`src/rtl/txcd_pkg.sv`:
```
// package for the transmit buffer command decoder
// assumes a single 10 MHz clock domain and 32-bit fifo words
`default_nettype none
package txcd_pkg;

  // ==========================================================
  // command word a fields
  localparam int A_IRQ_BIT      = 31;
  localparam int A_ALIGN_HI     = 25;
  localparam int A_ALIGN_LO     = 24;
  localparam int A_OFFS_HI      = 20;
  localparam int A_OFFS_LO      = 16;
  localparam int A_FIRST_BIT    = 13;
  localparam int A_LAST_BIT     = 12;
  localparam int SIZE_HI        = 10;
  localparam int SIZE_W         = 11;

  // ==========================================================
  // command word b fields
  localparam int B_TAG_HI       = 31;
  localparam int B_TAG_LO       = 16;
  localparam int B_CSUM_BIT     = 14;
  localparam int B_NOCRC_BIT    = 13;
  localparam int B_NOPAD_BIT    = 12;

  // ==========================================================
  // end alignment codes and sizes
  localparam logic [1:0] ALIGN_4  = 2'h0;
  localparam logic [1:0] ALIGN_16 = 2'h1;
  localparam logic [1:0] ALIGN_32 = 2'h2;
  localparam int MIN_FRAME_BYTES  = 64;

  // ==========================================================
  // decoder states
  typedef enum logic [3:0] {
    ST_CMDA = 4'h1,
    ST_CMDB = 4'h2,
    ST_DATA = 4'h4,
    ST_PAD  = 4'h8
  } txcd_state_t;

endpackage
`default_nettype wire

```
`src/rtl/txcd_decoder.sv`:
```
// transmit buffer command decoder
// assumes the host writes fifo words as single-cycle strobes on one clock
`timescale 1ns/100ps
`default_nettype none
module txcd_decoder (
  input  wire logic        clk,
  input  wire logic        rst_n,
  input  wire logic        wr_valid,
  input  wire logic [31:0] wr_data,
  input  wire logic        checksum_engine_enable,
  input  wire logic        err_clear,
  output logic             data_valid,
  output logic      [31:0] data_word,
  output logic             data_first,
  output logic      [4:0]  start_offset,
  output logic             first_segment_flag,
  output logic             last_segment,
  output logic             buffer_loaded_flag,
  output logic             transmit_error_flag,
  output logic      [15:0] status_tag,
  output logic             status_valid,
  output logic             checksum_enable,
  output logic             crc_append,
  output logic             pad_enable,
  output logic      [10:0] packet_length
);
  import txcd_pkg::*;

  // ==========================================================
  // state and registers
  txcd_state_t state_reg, state_next;
  logic [31:0] cmda_reg;
  logic [31:0] cmdb_reg;
  logic [31:0] pkt_b_reg;
  logic        in_pkt_reg;
  logic [11:0] sum_reg;
  logic [9:0]  cnt_reg;
  logic [9:0]  pad_reg;
  logic        irq_reg;
  logic        first_word_reg;

  // ==========================================================
  // decode of the latched command word a
  logic [4:0]        a_offs;
  logic [1:0]        a_align;
  logic [SIZE_W-1:0] a_size;
  logic [9:0]        dw_words;
  logic [9:0]        pw_words;
  logic              a_first;
  logic              a_last;

  assign a_offs  = cmda_reg[A_OFFS_HI:A_OFFS_LO];
  assign a_align = cmda_reg[A_ALIGN_HI:A_ALIGN_LO];
  assign a_size  = cmda_reg[SIZE_HI:0];
  assign a_first = cmda_reg[A_FIRST_BIT];
  assign a_last  = cmda_reg[A_LAST_BIT];

  // dword counts of this buffer
  txcd_word_count txcd_word_count_inst (
    .offset     (a_offs),
    .size       (a_size),
    .align      (a_align),
    .data_words (dw_words),
    .pad_words  (pw_words)
  );

  // ==========================================================
  // event decoding on fifo word arrival
  logic        take_a;
  logic        take_b;
  logic        take_d;
  logic        take_p;
  logic        b_mismatch;
  logic [11:0] sum_new;
  logic        len_bad;
  logic        buf_end;
  logic        set_err;

  assign take_a     = wr_valid && (state_reg == ST_CMDA);
  assign take_b     = wr_valid && (state_reg == ST_CMDB);
  assign take_d     = wr_valid && (state_reg == ST_DATA);
  assign take_p     = wr_valid && (state_reg == ST_PAD);
  // a non-first buffer must carry the same word b
  assign b_mismatch = take_b && !a_first && in_pkt_reg && (wr_data != pkt_b_reg);
  assign sum_new    = (a_first ? 12'h000 : sum_reg) + 12'(a_size);
  assign len_bad    = take_b && a_last &&
                      (sum_new != {1'b0, wr_data[SIZE_HI:0]});
  // buffer ends on last data word if no padding, else last pad word, or on word b when there are neither data words nor pad words
  assign buf_end    = (take_d && cnt_reg == 10'h001 && pad_reg == 10'h000) ||
                      (take_p && cnt_reg == 10'h001) ||
                      (take_b && dw_words == 10'h000 && pw_words == 10'h000);
  assign set_err    = b_mismatch || len_bad;

  // next state selection
  always_comb begin
    state_next = state_reg;
    case (state_reg)
      ST_CMDA: if (wr_valid) state_next = ST_CMDB;
      ST_CMDB: begin
        if (wr_valid) begin
          if (dw_words != 10'h000) state_next = ST_DATA;
          else if (pw_words != 10'h000) state_next = ST_PAD;
          else state_next = ST_CMDA;
        end
      end
      ST_DATA: begin
        if (wr_valid && cnt_reg == 10'h001)
          state_next = (pad_reg != 10'h000) ? ST_PAD : ST_CMDA;
      end
      ST_PAD: if (wr_valid && cnt_reg == 10'h001) state_next = ST_CMDA;
      default: state_next = ST_CMDA;
    endcase
  end

  // ==========================================================
  // state and command capture
  always_ff @(posedge clk or negedge rst_n) begin
    if (!rst_n) begin
      state_reg <= ST_CMDA;
      cmda_reg  <= 32'h0000_0000;
      cmdb_reg  <= 32'h0000_0000;
    end else begin
      state_reg <= state_next;
      if (take_a) cmda_reg <= wr_data;
      if (take_b) cmdb_reg <= wr_data;
    end
  end

  // packet tracking and byte sum
  always_ff @(posedge clk or negedge rst_n) begin
    if (!rst_n) begin
      pkt_b_reg  <= 32'h0000_0000;
      in_pkt_reg <= 1'b0;
      sum_reg    <= 12'h000;
    end else if (take_b) begin
      if (a_first) pkt_b_reg <= wr_data;
      in_pkt_reg <= !a_last;
      sum_reg    <= sum_new;
    end
  end

  // data and padding word counters
  always_ff @(posedge clk or negedge rst_n) begin
    if (!rst_n) begin
      cnt_reg        <= 10'h000;
      pad_reg        <= 10'h000;
      irq_reg        <= 1'b0;
      first_word_reg <= 1'b0;
    end else if (take_b) begin
      cnt_reg        <= (dw_words != 10'h000) ? dw_words : pw_words;
      pad_reg        <= pw_words;
      irq_reg        <= cmda_reg[A_IRQ_BIT];
      first_word_reg <= 1'b1;
    end else if (take_d) begin
      first_word_reg <= 1'b0;
      cnt_reg        <= (cnt_reg == 10'h001) ? pad_reg : cnt_reg - 10'h001;
    end else if (take_p) begin
      cnt_reg <= cnt_reg - 10'h001;
    end
  end

  // ==========================================================
  // data stream out, padding words never forwarded
  always_ff @(posedge clk or negedge rst_n) begin
    if (!rst_n) begin
      data_valid   <= 1'b0;
      data_word    <= 32'h0000_0000;
      data_first   <= 1'b0;
      start_offset <= 5'h00;
    end else begin
      data_valid <= take_d;
      if (take_d) begin
        data_word    <= wr_data;
        data_first   <= first_word_reg;
        start_offset <= a_offs;
      end
    end
  end

  // segment flags and loaded event
  always_ff @(posedge clk or negedge rst_n) begin
    if (!rst_n) begin
      first_segment_flag <= 1'b0;
      last_segment       <= 1'b0;
      buffer_loaded_flag <= 1'b0;
    end else begin
      if (take_b) begin
        first_segment_flag <= a_first;
        last_segment       <= a_last;
      end
      buffer_loaded_flag <= buf_end && (take_b ? cmda_reg[A_IRQ_BIT] : irq_reg);
    end
  end

  // sticky error, set wins over clear
  always_ff @(posedge clk or negedge rst_n) begin
    if (!rst_n) transmit_error_flag <= 1'b0;
    else if (set_err) transmit_error_flag <= 1'b1;
    else if (err_clear) transmit_error_flag <= 1'b0;
  end

  // ==========================================================
  // per-packet controls from word b
  always_ff @(posedge clk or negedge rst_n) begin
    if (!rst_n) begin
      status_tag      <= 16'h0000;
      status_valid    <= 1'b0;
      checksum_enable <= 1'b0;
      crc_append      <= 1'b1;
      pad_enable      <= 1'b1;
      packet_length   <= 11'h000;
    end else begin
      status_valid <= take_b && a_last;
      if (take_b) begin
        status_tag      <= wr_data[B_TAG_HI:B_TAG_LO];
        checksum_enable <= wr_data[B_CSUM_BIT] && a_first &&
                           checksum_engine_enable;
        crc_append      <= !wr_data[B_NOCRC_BIT] || wr_data[B_NOPAD_BIT];
        pad_enable      <= !wr_data[B_NOPAD_BIT];
        packet_length   <= wr_data[SIZE_HI:0];
      end
    end
  end

  // ==========================================================
  // checks
  property p_mismatch_err;
    @(posedge clk) disable iff (!rst_n)
      b_mismatch |=> transmit_error_flag;
  endproperty
  a_mismatch_err: assert property (p_mismatch_err) else $error("b mismatch missed");

  property p_len_err;
    @(posedge clk) disable iff (!rst_n)
      len_bad |=> transmit_error_flag;
  endproperty
  a_len_err: assert property (p_len_err) else $error("length error not flagged");

  property p_loaded;
    @(posedge clk) disable iff (!rst_n)
      buffer_loaded_flag |-> $past(buf_end);
  endproperty
  a_loaded: assert property (p_loaded) else $error("loaded flag without buffer end");

  property p_pad_drop;
    @(posedge clk) disable iff (!rst_n)
      take_p |=> !data_valid;
  endproperty
  a_pad_drop: assert property (p_pad_drop) else $error("pad word forwarded");

  property p_csum;
    @(posedge clk) disable iff (!rst_n)
      (take_b && !a_first) |=> !checksum_enable;
  endproperty
  a_csum: assert property (p_csum) else $error("checksum without first segment");

  property p_crc;
    @(posedge clk) disable iff (!rst_n)
      (take_b && wr_data[B_NOCRC_BIT] && !wr_data[B_NOPAD_BIT]) |=> !crc_append;
  endproperty
  a_crc: assert property (p_crc) else $error("crc not disabled");

  property p_nopad_crc;
    @(posedge clk) disable iff (!rst_n)
      !pad_enable |-> crc_append;
  endproperty
  a_nopad_crc: assert property (p_nopad_crc) else $error("crc dropped, no padding");

  property p_tag;
    @(posedge clk) disable iff (!rst_n)
      take_b |=> (status_tag == $past(wr_data[B_TAG_HI:B_TAG_LO])) &&
                 (pad_enable == !$past(wr_data[B_NOPAD_BIT]));
  endproperty
  a_tag: assert property (p_tag) else $error("tag or pad control wrong");

  property p_seg_flags;
    @(posedge clk) disable iff (!rst_n)
      take_b |=> (first_segment_flag == $past(a_first)) && (last_segment == $past(a_last));
  endproperty
  a_seg_flags: assert property (p_seg_flags) else $error("segment flags wrong");

  property p_status;
    @(posedge clk) disable iff (!rst_n)
      take_b |=> (status_valid == $past(a_last));
  endproperty
  a_status: assert property (p_status) else $error("status pulse wrong");

  property p_offset;
    @(posedge clk) disable iff (!rst_n)
      take_d |=> (start_offset == $past(a_offs)) && (data_word == $past(wr_data));
  endproperty
  a_offset: assert property (p_offset) else $error("data word or offset wrong");

  property p_err_sticky;
    @(posedge clk) disable iff (!rst_n)
      (transmit_error_flag && !err_clear) |=> transmit_error_flag;
  endproperty
  a_err_sticky: assert property (p_err_sticky) else $error("error flag dropped");

endmodule
`default_nettype wire

```
`src/rtl/txcd_word_count.sv`:
```
// word count calculator for one transmit buffer
// assumes fields are already extracted from command word a
`timescale 1ns/100ps
`default_nettype none
module txcd_word_count (
  input  wire logic [4:0]                  offset,
  input  wire logic [txcd_pkg::SIZE_W-1:0] size,
  input  wire logic [1:0]                  align,
  output logic      [9:0]                  data_words,
  output logic      [9:0]                  pad_words
);
  import txcd_pkg::*;

  // ==========================================================
  // data and padding dword counts
  logic [12:0] span;
  logic [9:0]  amask;
  logic [9:0]  total;

  // offset plus size rounded to dwords
  assign span       = 13'(offset) + 13'(size) + 13'h0003;
  assign data_words = span[11:2];
  // alignment mask in dwords
  assign amask      = (align == ALIGN_32) ? 10'h007 :
                      (align == ALIGN_16) ? 10'h003 : 10'h000;
  assign total      = (data_words + amask) & ~amask;
  assign pad_words  = total - data_words;

endmodule
`default_nettype wire

```
`config.mk`:
```
export PLATFORM = sky130hd
export DESIGN_NAME = txcd_decoder
export DESIGN_NICKNAME = d
export VERILOG_FILES = /design/src/rtl/txcd_pkg.sv /design/src/rtl/txcd_decoder.sv /design/src/rtl/txcd_word_count.sv
export SDC_FILE = /design/constraint.sdc
export NUM_CORES = 1
export LEC_CHECK = 0
export BUFFER_PORTS_ARGS = -buffer_cell sky130_fd_sc_hd__buf_2
export CAP_MARGIN = 20
export CORE_MARGIN = 10
export CORE_UTILIZATION = 55
export CTS_BUF_LIST = sky130_fd_sc_hd__clkbuf_8
export CTS_CLUSTER_DIAMETER = 120
export DETAILED_ROUTE_END_ITERATION = 7
export GPL_TIMING_DRIVEN = 0
export PLACE_DENSITY = 0.9
export SYNTH_ARGS = -nofsm -noshare
export SYNTH_HDL_FRONTEND = slang
export SYNTH_SLANG_ARGS = --single-unit
```
`constraint.sdc`:
```
create_clock -name clk -period 4.35 [get_ports clk]
set_input_delay 1.0875 -clock clk [delete_from_list [all_inputs] [get_ports clk]]
set_output_delay 1.0875 -clock clk [all_outputs]
set_load 0.1 [all_outputs]
```
Word-level counts from Yosys, hierarchy flattened

Cells that the tools add are included.

Register bits: 177
Latch bits: 0
Memory bits (writable): 0
ROM bits: 0
Logic and storage cells: 102
Memories kept: 0

$add $sub $neg: 6
Multiply operators: 0
Div/mod/pow operators: 0
Magnitude comparators: 0
Equal/unequal tests: 13
Shifts and indexed selects: 0
Mux-type cells: 21
Bitwise logic cells: 2
Reductions and logical operators: 37

Operators by type and width:

| kind                  | number |
|---|---|
| $mux 10               | 6 |
| $ne 32x32->1          | 1 |
| $logic_not 10->1      | 3 |
| $reduce_bool 10->1    | 3 |
| $mux 4                | 7 |
| $logic_and 1x1->1     | 18 |
| $pmux 4 s4            | 1 |
| $add 12x11->12        | 1 |
| $add 12x2->12 const B | 1 |
| $add 5x11->12         | 1 |
| $mux 12               | 1 |
| $ne 12x11->1          | 1 |
| $add 10x10->10        | 1 |
| $and 10x10->10        | 1 |
| $eq 10x1->1 const B   | 1 |
| $not 10->10           | 1 |
| $sub 10x1->10 const B | 1 |
| $sub 10x10->10        | 1 |
| $mux 1                | 5 |
| $eq 4x1->1 const B    | 1 |
| $eq 4x2->1 const B    | 1 |
| $eq 4x3->1 const B    | 1 |
| $eq 4x4->1 const B    | 1 |
| $logic_not 1->1       | 4 |
| 10 further kinds      | 16 |

Logic depth before layout (Yosys ltp)

Gate-level depths: netlist of the first run.

Depth after elaboration: 11
Depth in mapped cells: 20
Depth with buffers taken out: 20

Modules after synthesis

A second synthesis of the first run with hierarchy kept.

Cells, all modules: 913
Area total of the unflattened synthesis: 9410.3 µm²

Modules (own cells, without submodules):

| module          | instances | cells an instance | area each (µm²) |
|---|---|---|---|
| txcd_decoder    | 1         | 754               | 8157.8 |
| txcd_word_count | 1         | 159               | 1252.5 |

Worst setup path after synthesis of the first run

No wires, ideal clock.

Path kind: register to register
Start point: reg cmda_reg[1]
End point: reg state_reg[3]
Library setup time: 119 ps
Data arrival time: 4465 ps
Data required time: 4231 ps
Setup slack: -234 ps
Cell stages (with the launch flop): 19
Path buffers: 0
Period minus slack after synthesis: 4584 ps
Cells stage by stage: dfrtp_1 inv_1 ha_1 o21ba_4 fa_1 xnor2_1 inv_1 ha_1 and3b_1 o21ai_0 a211oi_2 ha_1 xnor3_1 a211oi_2 o2111ai_1 and3b_1 xor2_1 a2111o_1 o21ba_1

Cells in the longest elaborated chain, start to end: 10
Elaborated cells on any way between the ends: 11
Those cells by class: 4 x add/sub; 4 x mux; 1 x bitwise; 2 x reduce/logical

Ends and longest elaborated chain:

| item                     | RTL line              | text |
|---|---|---|
| start: declaration       | txcd_decoder.sv:32    | `logic [31:0] cmda_reg;` |
| start signal: assignment | txcd_decoder.sv:124   | `if (take_a) cmda_reg <= wr_data;` |
| $add 5x11->12 (*)        | txcd_word_count.sv:21 | `assign span = 13'(offset) + 13'(size) + 13'h0003;` |
| $add 12x2->12 (*)        | txcd_word_count.sv:21 |  |
| $add 10x10->10           | txcd_word_count.sv:26 | `assign total = (data_words + amask) & ~amask;` |
| $and 10x10->10           | txcd_word_count.sv:26 |  |
| $sub 10x10->10           | txcd_word_count.sv:27 | `assign pad_words = total - data_words;` |
| $reduce_bool 10->1       | txcd_decoder.sv:102   | `else if (pw_words != 10'h000) state_next = ST_PAD;` |
| $mux 4                   | txcd_decoder.sv:102   |  |
| $mux 4 (*)               | txcd_decoder.sv:101   | `if (dw_words != 10'h000) state_next = ST_DATA;` |
| $mux 4 (*)               | txcd_decoder.sv:100   | `if (wr_valid) begin` |
| $pmux 4 s4 (*)           | txcd_decoder.sv:97    | `case (state_reg)` |
| end signal: assignment   | txcd_decoder.sv:123   | `state_reg <= state_next;` |
| end: declaration         | txcd_decoder.sv:31    | `txcd_state_t state_reg, state_next;` |

Mark *: on every way between the ends. The rest lies on a longest branch, timed or not. The select of a mux whose other input is x is not followed.
A chain may end at the register's enable or synchronous reset.

Final worst setup path of the first run

Start point: reg cmda_reg[20]
End point: reg state_reg[3]

Same word-level chain as after synthesis.

==> reports/results.tsv, run 1 <==
metric	value	unit
Cells after Synth	856	
origin of the worst min-delay path	sum_reg[10]	
multi-input logic area	4760	um2
post-synth top area share	46.0	%
top cells by area, synth	dfrtp_1 46%, mux2_2 11%, nand2_1 7.4%, ha_1 4.7%, xor2_1 4.6%	
Final GP Congestion	0.904	
CP most frequent cell	ha_4	
Slowest cell on crit path	a2111o_1	
minimum clock period	4.68	ns
Num CTS Buffers	17	
DR pass1 iterations	7	
worst path cell trace	ha_4 > ha_4 > nor3b_1 > a311oi_2 > nand3_2 > ha_4 > nand2_1 > o21ai_2 > and2_4 > nor2b_4 > ha_1 > xnor2_2 > o2111ai_2 > and3b_2 > xor2_2 > a2111o_1 > o21ba_1	
die width	147	um
max layer used	met4	
Synth Cell Area	8860	um2
register area	4160	um2
initial antenna violation count	1	
Filler cells	1025	
ys flop type	dfrtp_1	
Initial Util	56.0	%
nets	1112	
Arrival @ worst endpoint	5.05	ns
routed wl met2	13.5	mm
Critical Path Fanout Max	6	
CTS clk-pin slew, worst paths	0.11	ns
FFs w/ async S/R, synth	100	%
Final Hold Violating Endpoints	0	
Layout Utilization	68.4	%
crit path kind	reg2reg	
clock skew	0.0178	ns
Worst slew margin	47.7	%
design area	10800	um2
Max Freq	214	MHz
post-placement cell area	9730	um2
layout cell share with drive strength beyond 1	33.2	%
Max Cap Violations	0	
Hold WC Path Type	reg2reg	
final setup fails	8	
largest net degree at the start of global routing	85	
worst-margin pin slew	0.784	ns
Vert. Die Dim	147	um
clk_lat worst skew	0.48	ns
vias in the first global route	8235	
met3 WL	2.91	mm
R2R setup slack	-0.33	ns
CP required	4.72	ns
hpwl dp	17.9	mm
end of the worst register-to-register path	state_reg[3]	
number of DRC markers in iteration 0	1183	
post-synthesis sequential area ratio	46.9	%
syn nets	928	
Via density	6.37	
total number of vias	8089	
CTS tree	built	
per-cell routed wire length	23.5	um
row cnt	46	
EDFF count, synth	0	
Total Routing Usage GR	26.0	%
yosys warns	0	
worst hold path cell count	2	
dominant cell type by area after synthesis	dfrtp_1	
Distinct cells, synth	72	
io pins	111	
H-tree Lvls	4	
Syn Area/Cell	10.4	um2
Worst Setup Slack, final	-0.331	ns
R2R cell count	17	
worst r2r src	cmda_reg[20]	
GRT Residual Overflow	0	
CTS Buffer Depth	2	
routed wire length	29.9	mm
Max stage delay on crit path	0.48	ns
die area	21600	um2
dpl ws	-0.639	ns
status	finished, violations left	
CTS Sinks	166	
fin. max-slew vios	0	
hold endpoint	sum_reg[10]	
CP endpoint kind	flop	
Worst Setup Start Kind	flop	
Buffers on Ports	109	
first-pass GRT wire length	44.7	mm
Hold Buf Count CTS	0	
RSZ-0062 raised after global routing	yes	
most frequent cell after synthesis	nand2_1	
Root Driver	clkbuf_8	
failing checks	setup timing	
remaining antenna violation count	0	
Seq cells post-synth	166	
Tcrit/Tclk final	108	%
# DRC	0	
commonest cells in the netlist	174 x nand2_1, 163 x dfrtp_1, 88 x mux2_2, 47 x xor2_1, 36 x o21ai_0	
core area	15800	um2
Area Growth Syn to Fin	22.2	%
M1 WL	11.0	mm
-- cells in the final DEF, fill, tap and decap left out, types with 5 or more instances in the layout --
cell type / count
nor2b_1: 16
ha_1: 22
xor2_1: 46
nand2b_1: 5
xnor2_1: 23
buf_1: 7
a21oi_2: 5
ha_4: 11
inv_2: 5
inv_1: 22
o211ai_1: 6
nand2_1: 174
nor2_1: 31
nor3_1: 11
dfrtp_1: 162
a211oi_1: 6
clkbuf_8: 20
clkbuf_1: 26
o21ai_0: 31
nor4_1: 13
mux2_2: 88
nand4_1: 10
a21oi_1: 12
buf_2: 108
buf_4: 52
mux2i_1: 5
a211o_1: 5
nand3_1: 8
-- critical path: cells and delay by family (launching register included) --
kind	cells	cell delay, ns
AO/OA/AOI/OAI	5	1.50
adder cells (fa/ha/maj)	4	1.13
AND/OR/NAND/NOR	6	1.06
flip-flops	1	0.47
XOR/XNOR	2	0.40
-- how the worst max path moves through the flow --
stage	start	endpoint	slack, ns	cells past startpoint
global placement	cmda_reg[19]	state_reg[3]	-0.52	17
CTS	cmda_reg[17]	state_reg[3]	-0.14	18
floorplan	cmda_reg[4]	state_reg[3]	0.02	18
detailed placement	cmda_reg[19]	state_reg[3]	-0.64	18
global route	cmda_reg[4]	state_reg[3]	-0.38	19
finish	cmda_reg[20]	state_reg[3]	-0.33	17
-- what timing repair did --
item | 4_1_cts | 5_1_grt
pin swaps | 14 | 15
setup buffers | 46 | 14
setup endpoints to repair | 12 | 12
hold endpoints to repair | 0 | 0
resized for setup | 25 | 33
-- logic make-up (layout without fill, tap and decap cells) --
family | Yosys count | after routing | share of synthesized area (%)
and+or+nand+nor | 306 | 306 | 16.0
DFF | 166 | 166 | 46.9
AOI/OAI and AO/OA | 121 | 121 | 9.68
muxes | 93 | 93 | 11.7
xor gates and xnor gates | 75 | 75 | 7.99
buffers and inverters | 60 | 257 | 2.54
adders and majority gates | 35 | 35 | 5.11
other | 0 | 1 | 0
-- routing by layer --
metal	vias to the layer above	global-route usage (%)
met4	0	15.9
met3	242	7.86
met1	3862	30.0
li1	3350	-
met5	-	0
met2	635	41.7
-- final cells by class --
class	count	area share, %
Antenna cell	1	0.0231
Multi-Input combinational cell	630	44.0
Clock inverter	12	1.20
Sequential cell	166	38.4
Clock buffer	20	2.54
Buffer	33	1.14
Timing Repair Buffer	165	9.30
Tap cell	216	2.50
Inverter	27	0.936
-- stage by stage --
| stage | instances | setup TNS (ns) | hold slack (ns) |
|---|---|---|---|
| after CTS | 1260 | -0.329 | 0.481 |
| after global placement | 1181 | -54.46 | 0.453 |
| final | 1270 | -1.31 | 0.482 |
| after global routing | 1270 | -1.87 | 0.511 |
| after detailed placement | 1182 | -3.59 | 0.455 |
| after floorplan | 856 | 0 | 0.438 |
Power of run 1 is left out: the tool's default activity adds up to more than one toggle a clock period on the data nets, which glitch-free logic cannot reach.
==> run 2: changes to the inputs <==
--- a/config.mk
+++ b/config.mk
@@ -5,13 +5,13 @@
 export SDC_FILE = /design/constraint.sdc
 export NUM_CORES = 1
 export LEC_CHECK = 0
-export BUFFER_PORTS_ARGS = -buffer_cell sky130_fd_sc_hd__buf_2
 export CAP_MARGIN = 20
 export CORE_MARGIN = 10
-export CORE_UTILIZATION = 55
+export CORE_UTILIZATION = 60
 export CTS_BUF_LIST = sky130_fd_sc_hd__clkbuf_8
 export CTS_CLUSTER_DIAMETER = 120
 export DETAILED_ROUTE_END_ITERATION = 7
+export DONT_BUFFER_PORTS = 1
 export GPL_TIMING_DRIVEN = 0
 export PLACE_DENSITY = 0.9
 export SYNTH_ARGS = -nofsm -noshare
==> run 2 against run 1 <==
The flow still finishes with violations (setup timing). Sequential cell count stayed put. Via count is 8.2% lower. Worst hold slack worse by 0.19 ns. Critical path depth is 2 higher. Worst setup slack worse by 0.15 ns. Cell count is 14% lower.
==> reports/results.tsv, run 2 (synthesized netlist as in run 1, its figures left out) <==
metric	value	unit
Num CTS Buffers	17	
crit path kind	reg2reg	
Worst Path Buf+Inv	3	
Initial Util	61.2	%
Filler cells	903	
Tcrit/Tclk final	111	%
fin. max-slew vios	0	
worst hold slack	0.297	ns
DR pass1 iterations	8	
Worst slew margin	34.7	%
CP required	4.72	ns
status	finished, violations left	
CTS clk-pin slew, worst paths	0.10	ns
Arrival @ worst endpoint	5.19	ns
Max Freq	207	MHz
# DRC	0	
GRT Residual Overflow	0	
Vert. Die Dim	142	um
H-tree Lvls	4	
Buffers on Ports	0	
remaining antenna violation count	0	
row cnt	44	
die area	20000	um2
Total Routing Usage GR	25.2	%
largest net degree at the start of global routing	167	
worst path cell trace	inv_2 > ha_4 > o21ba_4 > fa_2 > xnor2_4 > inv_2 > ha_4 > and3b_2 > o21ai_2 > a211oi_2 > ha_1 > xnor3_2 > a211oi_4 > buf_4 > o211a_1 > o211ai_1 > nand4_1 > a2111o_1 > o21ba_1	
Final GP Congestion	0.954	
total number of vias	7428	
io pins	111	
CTS Sinks	166	
final setup fails	11	
minimum clock period	4.83	ns
Max Cap Violations	0	
initial antenna violation count	0	
most frequent cells in the layout	174 x nand2_1, 161 x dfrtp_1, 88 x mux2_2	
CTS Buffer Depth	2	
Area Growth Syn to Fin	12.1	%
per-cell routed wire length	25.0	um
nets	973	
vias in the first global route	7359	
die width	142	um
Worst Setup Slack, final	-0.478	ns
clk_lat worst skew	0.48	ns
ant diodes	0	
Critical Path Fanout Max	3	
CP endpoint kind	flop	
commonest non-fill, non-tap cell in the layout	nand2_1	
Worst Setup Start Kind	flop	
Root Driver	clkbuf_8	
Hold WC Path Type	in2async	
core area	14500	um2
CTS tree	built	
clock skew	0.0186	ns
Hold Buf Count CTS	0	
number of DRC markers in iteration 0	928	
layout cell share with drive strength beyond 1	22.3	%
Crit path max-delay family	compound AO/OA/AOI/OAI gates	
Final Hold Violating Endpoints	0	
Slowest cell on crit path	a2111o_1	
routed wire length	27.5	mm
RSZ-0062 raised after global routing	yes	
hpwl dp	17.1	mm
first-pass GRT wire length	40.3	mm
worst-margin pin slew	0.980	ns
Via density	6.77	
setup TNS	-2.67	ns
failing checks	setup timing	
Max stage delay on crit path	0.46	ns
-- run 2: layout make-up --
class | instances | area, um2 | share of cell area, %
repair buffers | 26 | 195 | 1.96
inverters | 27 | 101 | 1.02
clock buffers | 18 | 248 | 2.49
plain buffers | 33 | 124 | 1.25
well taps | 184 | 230 | 2.32
multi-input cells | 630 | 4710 | 47.5
clock inverters | 14 | 160 | 1.61
flip-flops and latches | 166 | 4160 | 41.9
-- run 2: stage by stage --
| stage | util (%) | instance area [um2] | cells | setup slack, ns |
|---|---|---|---|---|
| 2_1_floorplan | - | 8870 | 856 | 0.0162 |
| 3_5_place_dp | 62.9 | 9100 | 1040 | -0.569 |
| 3_3_place_gp | 62.9 | 9100 | 1040 | -0.502 |
| 5_1_grt | 68.6 | 9930 | 1098 | -0.630 |
| 6_report | 68.6 | 9930 | 1098 | -0.478 |
| 4_1_cts | 67.5 | 9770 | 1091 | -0.189 |
-- run 2: what timing repair did --
item                       in CTS  in global routing
buffers inserted               19                  7
setup endpoints to repair      12                 12
resized for setup              23                 22
pin swaps                      14                 16
-- run 2: worst reg2reg max path: stages, from the launching register on --
cell and delay, ns:
dfrtp_1 0.39, inv_2 0.07, ha_4 0.28, o21ba_4 0.17, fa_2 0.45, xnor2_4 0.21
inv_2 0.09, ha_4 0.28, and3b_2 0.21, o21ai_2 0.07, a211oi_2 0.34, ha_1 0.32
xnor3_2 0.29, a211oi_4 0.07, buf_4 0.16, o211a_1 0.19, o211ai_1 0.31, nand4_1 0.15
a2111o_1 0.46, o21ba_1 0.20
-- run 2: path summary, 6_finish.rpt --
path                                   start      endpoint  slack [ns]  depth (start not counted)
max in group asynchronous              rst_n   cmda_reg[4]        3.67                          0
worst max-delay path            cmda_reg[17]  state_reg[3]       -0.48                         19
worst max register to register  cmda_reg[17]  state_reg[3]       -0.48                         19
worst min-delay path                   rst_n    cnt_reg[6]        0.30                          0
worst min register to register    sum_reg[6]    sum_reg[6]        0.48                          2
min in group clk                  sum_reg[6]    sum_reg[6]        0.48                          2
-- run 2: metal layers --
metal / wire [um] / vias to the layer above / global-route usage [%]
met5: 0 / - / 0
met4: 1890 / 0 / 14.1
met3: 3400 / 200 / 8.71
met2: 13000 / 676 / 40.3
met1: 9200 / 3490 / 29.0
li1: - / 3062 / -
Power of run 2 is left out for the same reason.
==> run 3: changes to the inputs <==
--- a/config.mk
+++ b/config.mk
@@ -5,6 +5,7 @@
 export SDC_FILE = /design/constraint.sdc
 export NUM_CORES = 1
 export LEC_CHECK = 0
+export ABC_AREA = 1
 export CAP_MARGIN = 20
 export CORE_MARGIN = 10
 export CORE_UTILIZATION = 60
==> run 3 against run 2 <==
The flow now finishes without violations. Worst hold slack improved by 0.00089 ns. Wire length down 8.8%. Via count is 6.9% higher. Maximum frequency up 17%. Die area is 0.28% higher. Area after synthesis increased by 0.32%. First-iteration DRC count down 18%. Worst setup slack improved by 0.71 ns. Clock skew decreased by 0.0038 ns. Critical path type unchanged.
==> reports/results.tsv, run 3 <==
metric	value	unit
Distinct cells, synth	44	
clock skew	0.0148	ns
worst-margin pin slew	1.01	ns
syn nets	1193	
GRT Residual Overflow	0	
clk_lat worst skew	0.48	ns
main combinational cell family by area after synthesis	simple AND/OR/NAND/NOR gates	
Max Freq	243	MHz
Total Routing Usage GR	24.8	%
Cells after Synth	1121	
most frequent cell after synthesis	nand2_1	
Syn Area/Cell	7.93	um2
status	finished, final reports clean	
fin. max-slew vios	0	
Vert. Die Dim	142	um
dominant cell type by area after synthesis	dfrtp_1	
CP endpoint kind	flop	
Critical Path Fanout Max	4	
Synth Area in XOR/XNOR	4.53	%
Hold Buf Count CTS	0	
setup TNS	0	ns
die width	142	um
FFs w/ async S/R, synth	100	%
Arrival @ worst endpoint	4.51	ns
hpwl dp	18.7	mm
minimum clock period	4.12	ns
mux contribution to synthesized area	0	%
CTS Sinks	166	
Worst Setup Start Kind	flop	
EDFF count, synth	0	
io pins	111	
total number of vias	7942	
final setup fails	0	
commonest cells in the netlist	308 x nand2_1, 163 x dfrtp_1, 155 x o21ai_0, 138 x inv_1, 66 x nand3_1	
crit path launch	cmda_reg[1]	
CTS tree	built	
post-synth top area share	45.9	%
area share of and/or/nand/nor cells after synthesis	23.4	%
# DRC	0	
Synth Area in Compound Gates	12.6	%
Max Cap Violations	0	
Final GP Congestion	0.907	
Buffers on Ports	0	
post-synthesis sequential area ratio	46.8	%
adder-cell share of the synthesized area	5.09	%
row cnt	44	
Seq cells post-synth	166	
Root Driver	clkbuf_8	
ant diodes	0	
number of DRC markers in iteration 0	762	
Hold WC Path Type	in2async	
ys flop type	dfrtp_1	
Via density	5.93	
first-pass GRT wire length	40.0	mm
H-tree Lvls	4	
initial antenna violation count	1	
CTS Buffer Depth	2	
commonest non-fill, non-tap cell in the layout	nand2_1	
most frequent cells in the layout	303 x nand2_1, 163 x dfrtp_1, 155 x o21ai_0	
worst r2r src	cmda_reg[1]	
CP required	4.75	ns
die area	20100	um2
remaining antenna violation count	0	
yosys warns	0	
top cells by area, synth	dfrtp_1 46%, nand2_1 13%, o21ai_0 8.7%, inv_1 5.8%, ha_1 4.6%	
Area Growth Syn to Fin	8.30	%
vias in the first global route	7658	
layout cell share with drive strength beyond 1	7.45	%
core area	14500	um2
Filler cells	1140	
Initial Util	61.2	%
Tcrit/Tclk final	94.6	%
Worst slew margin	32.4	%
Num CTS Buffers	17	
crit path kind	reg2reg	
CTS clk-pin slew, worst paths	0.10	ns
DR pass1 iterations	8	
largest net degree at the start of global routing	167	
Synth Cell Area	8890	um2
nets	1214	
routed wire length	25.1	mm
Final Hold Violating Endpoints	0	
per-cell routed wire length	18.7	um
## run 3: cell types whose count changed after synthesis, moves of 8 or more
cell and change:
nand2_2 +10, xor2_1 -31, nand2_1 +134, clkbuf_1 +8, mux2_2 -88, o21ai_0 +119
inv_1 +113, nor2_1 +25, nor2b_1 -17, nand3_1 +57
## run 3: area by class of cell
class	instances	area (um2)	area share [%]
tap	184	230	2.39
clock inverter	15	164	1.70
inverter	145	547	5.68
sequential	166	4160	43.2
multi-input combinational	776	4160	43.1
clock buffer	17	234	2.43
timing repair buffer	2	15.0	0.156
buffer	34	128	1.33
## run 3: path summary, 6_finish.rpt
| check | to | slack [ns] | depth (start not counted) |
|---|---|---|---|
| min in group clk | sum_reg[7] | 0.49 | 2 |
| worst min register to register | sum_reg[7] | 0.49 | 2 |
| worst max-delay path | state_reg[0] | 0.23 | 26 |
| max in group asynchronous | pad_enable | 3.79 | 0 |
| worst max register to register | state_reg[0] | 0.23 | 26 |
| worst min-delay path | packet_length[6] | 0.30 | 0 |
## run 3: cells by family after synthesis
logic type               Yosys count
buffers and inverters            179
XOR/XNOR                          46
AO/OA/AOI/OAI                    209
flip-flops                       166
adder cells (fa/ha/maj)           35
AND/OR/NAND/NOR                  486
## run 3: routing by layer
metal | wire length [um] | GRT usage (%)
met5 | 11 | 0.525
met4 | 991 | 10.4
met3 | 2760 | 9.08
met2 | 11700 | 39.7
met1 | 9600 | 29.5
## run 3: timing repair
| item | 4_1_cts | 5_1_grt |
|---|---|---|
| resized for setup | 4 | 15 |
| endpoints found under the hold margin | 0 | 0 |
| setup endpoints to repair | 2 | 10 |
| buffers inserted | 0 | 2 |
| pin swaps | 0 | 3 |
## run 3: stage by stage
step                      std cells  util, %  hold WS, ns  worst slack (ns)  instance area, um2
after detailed placement       1305     62.8        0.478           -0.0529                9120
after floorplan                1121        -        0.448             0.645                8890
final                          1339     66.3        0.297             0.234                9630
after global placement         1305     62.8        0.466             0.106                9120
after CTS                      1337     65.6        0.287            0.0283                9540
after global routing           1339     66.3        0.289           -0.0198                9630
## run 3: worst max-delay path, stage by stage, from the launching register on
cell	delay, ns
dfrtp_1	0.37
inv_1	0.06
ha_1	0.32
nor2_4	0.06
fa_2	0.39
xnor2_2	0.21
inv_2	0.09
ha_1	0.30
nand3_1	0.12
nand2_1	0.13
a21oi_2	0.25
nor2_4	0.06
ha_1	0.29
inv_1	0.04
nand3_1	0.07
nand2_1	0.11
nor2_1	0.11
nand2_1	0.08
nand2_1	0.08
nand2_1	0.08
nand2_1	0.09
nand2_1	0.05
nand2_1	0.09
nand2_1	0.10
nor2_4	0.16
nand3_1	0.15
a22oi_2	0.18
Power of run 3 is left out for the same reason.
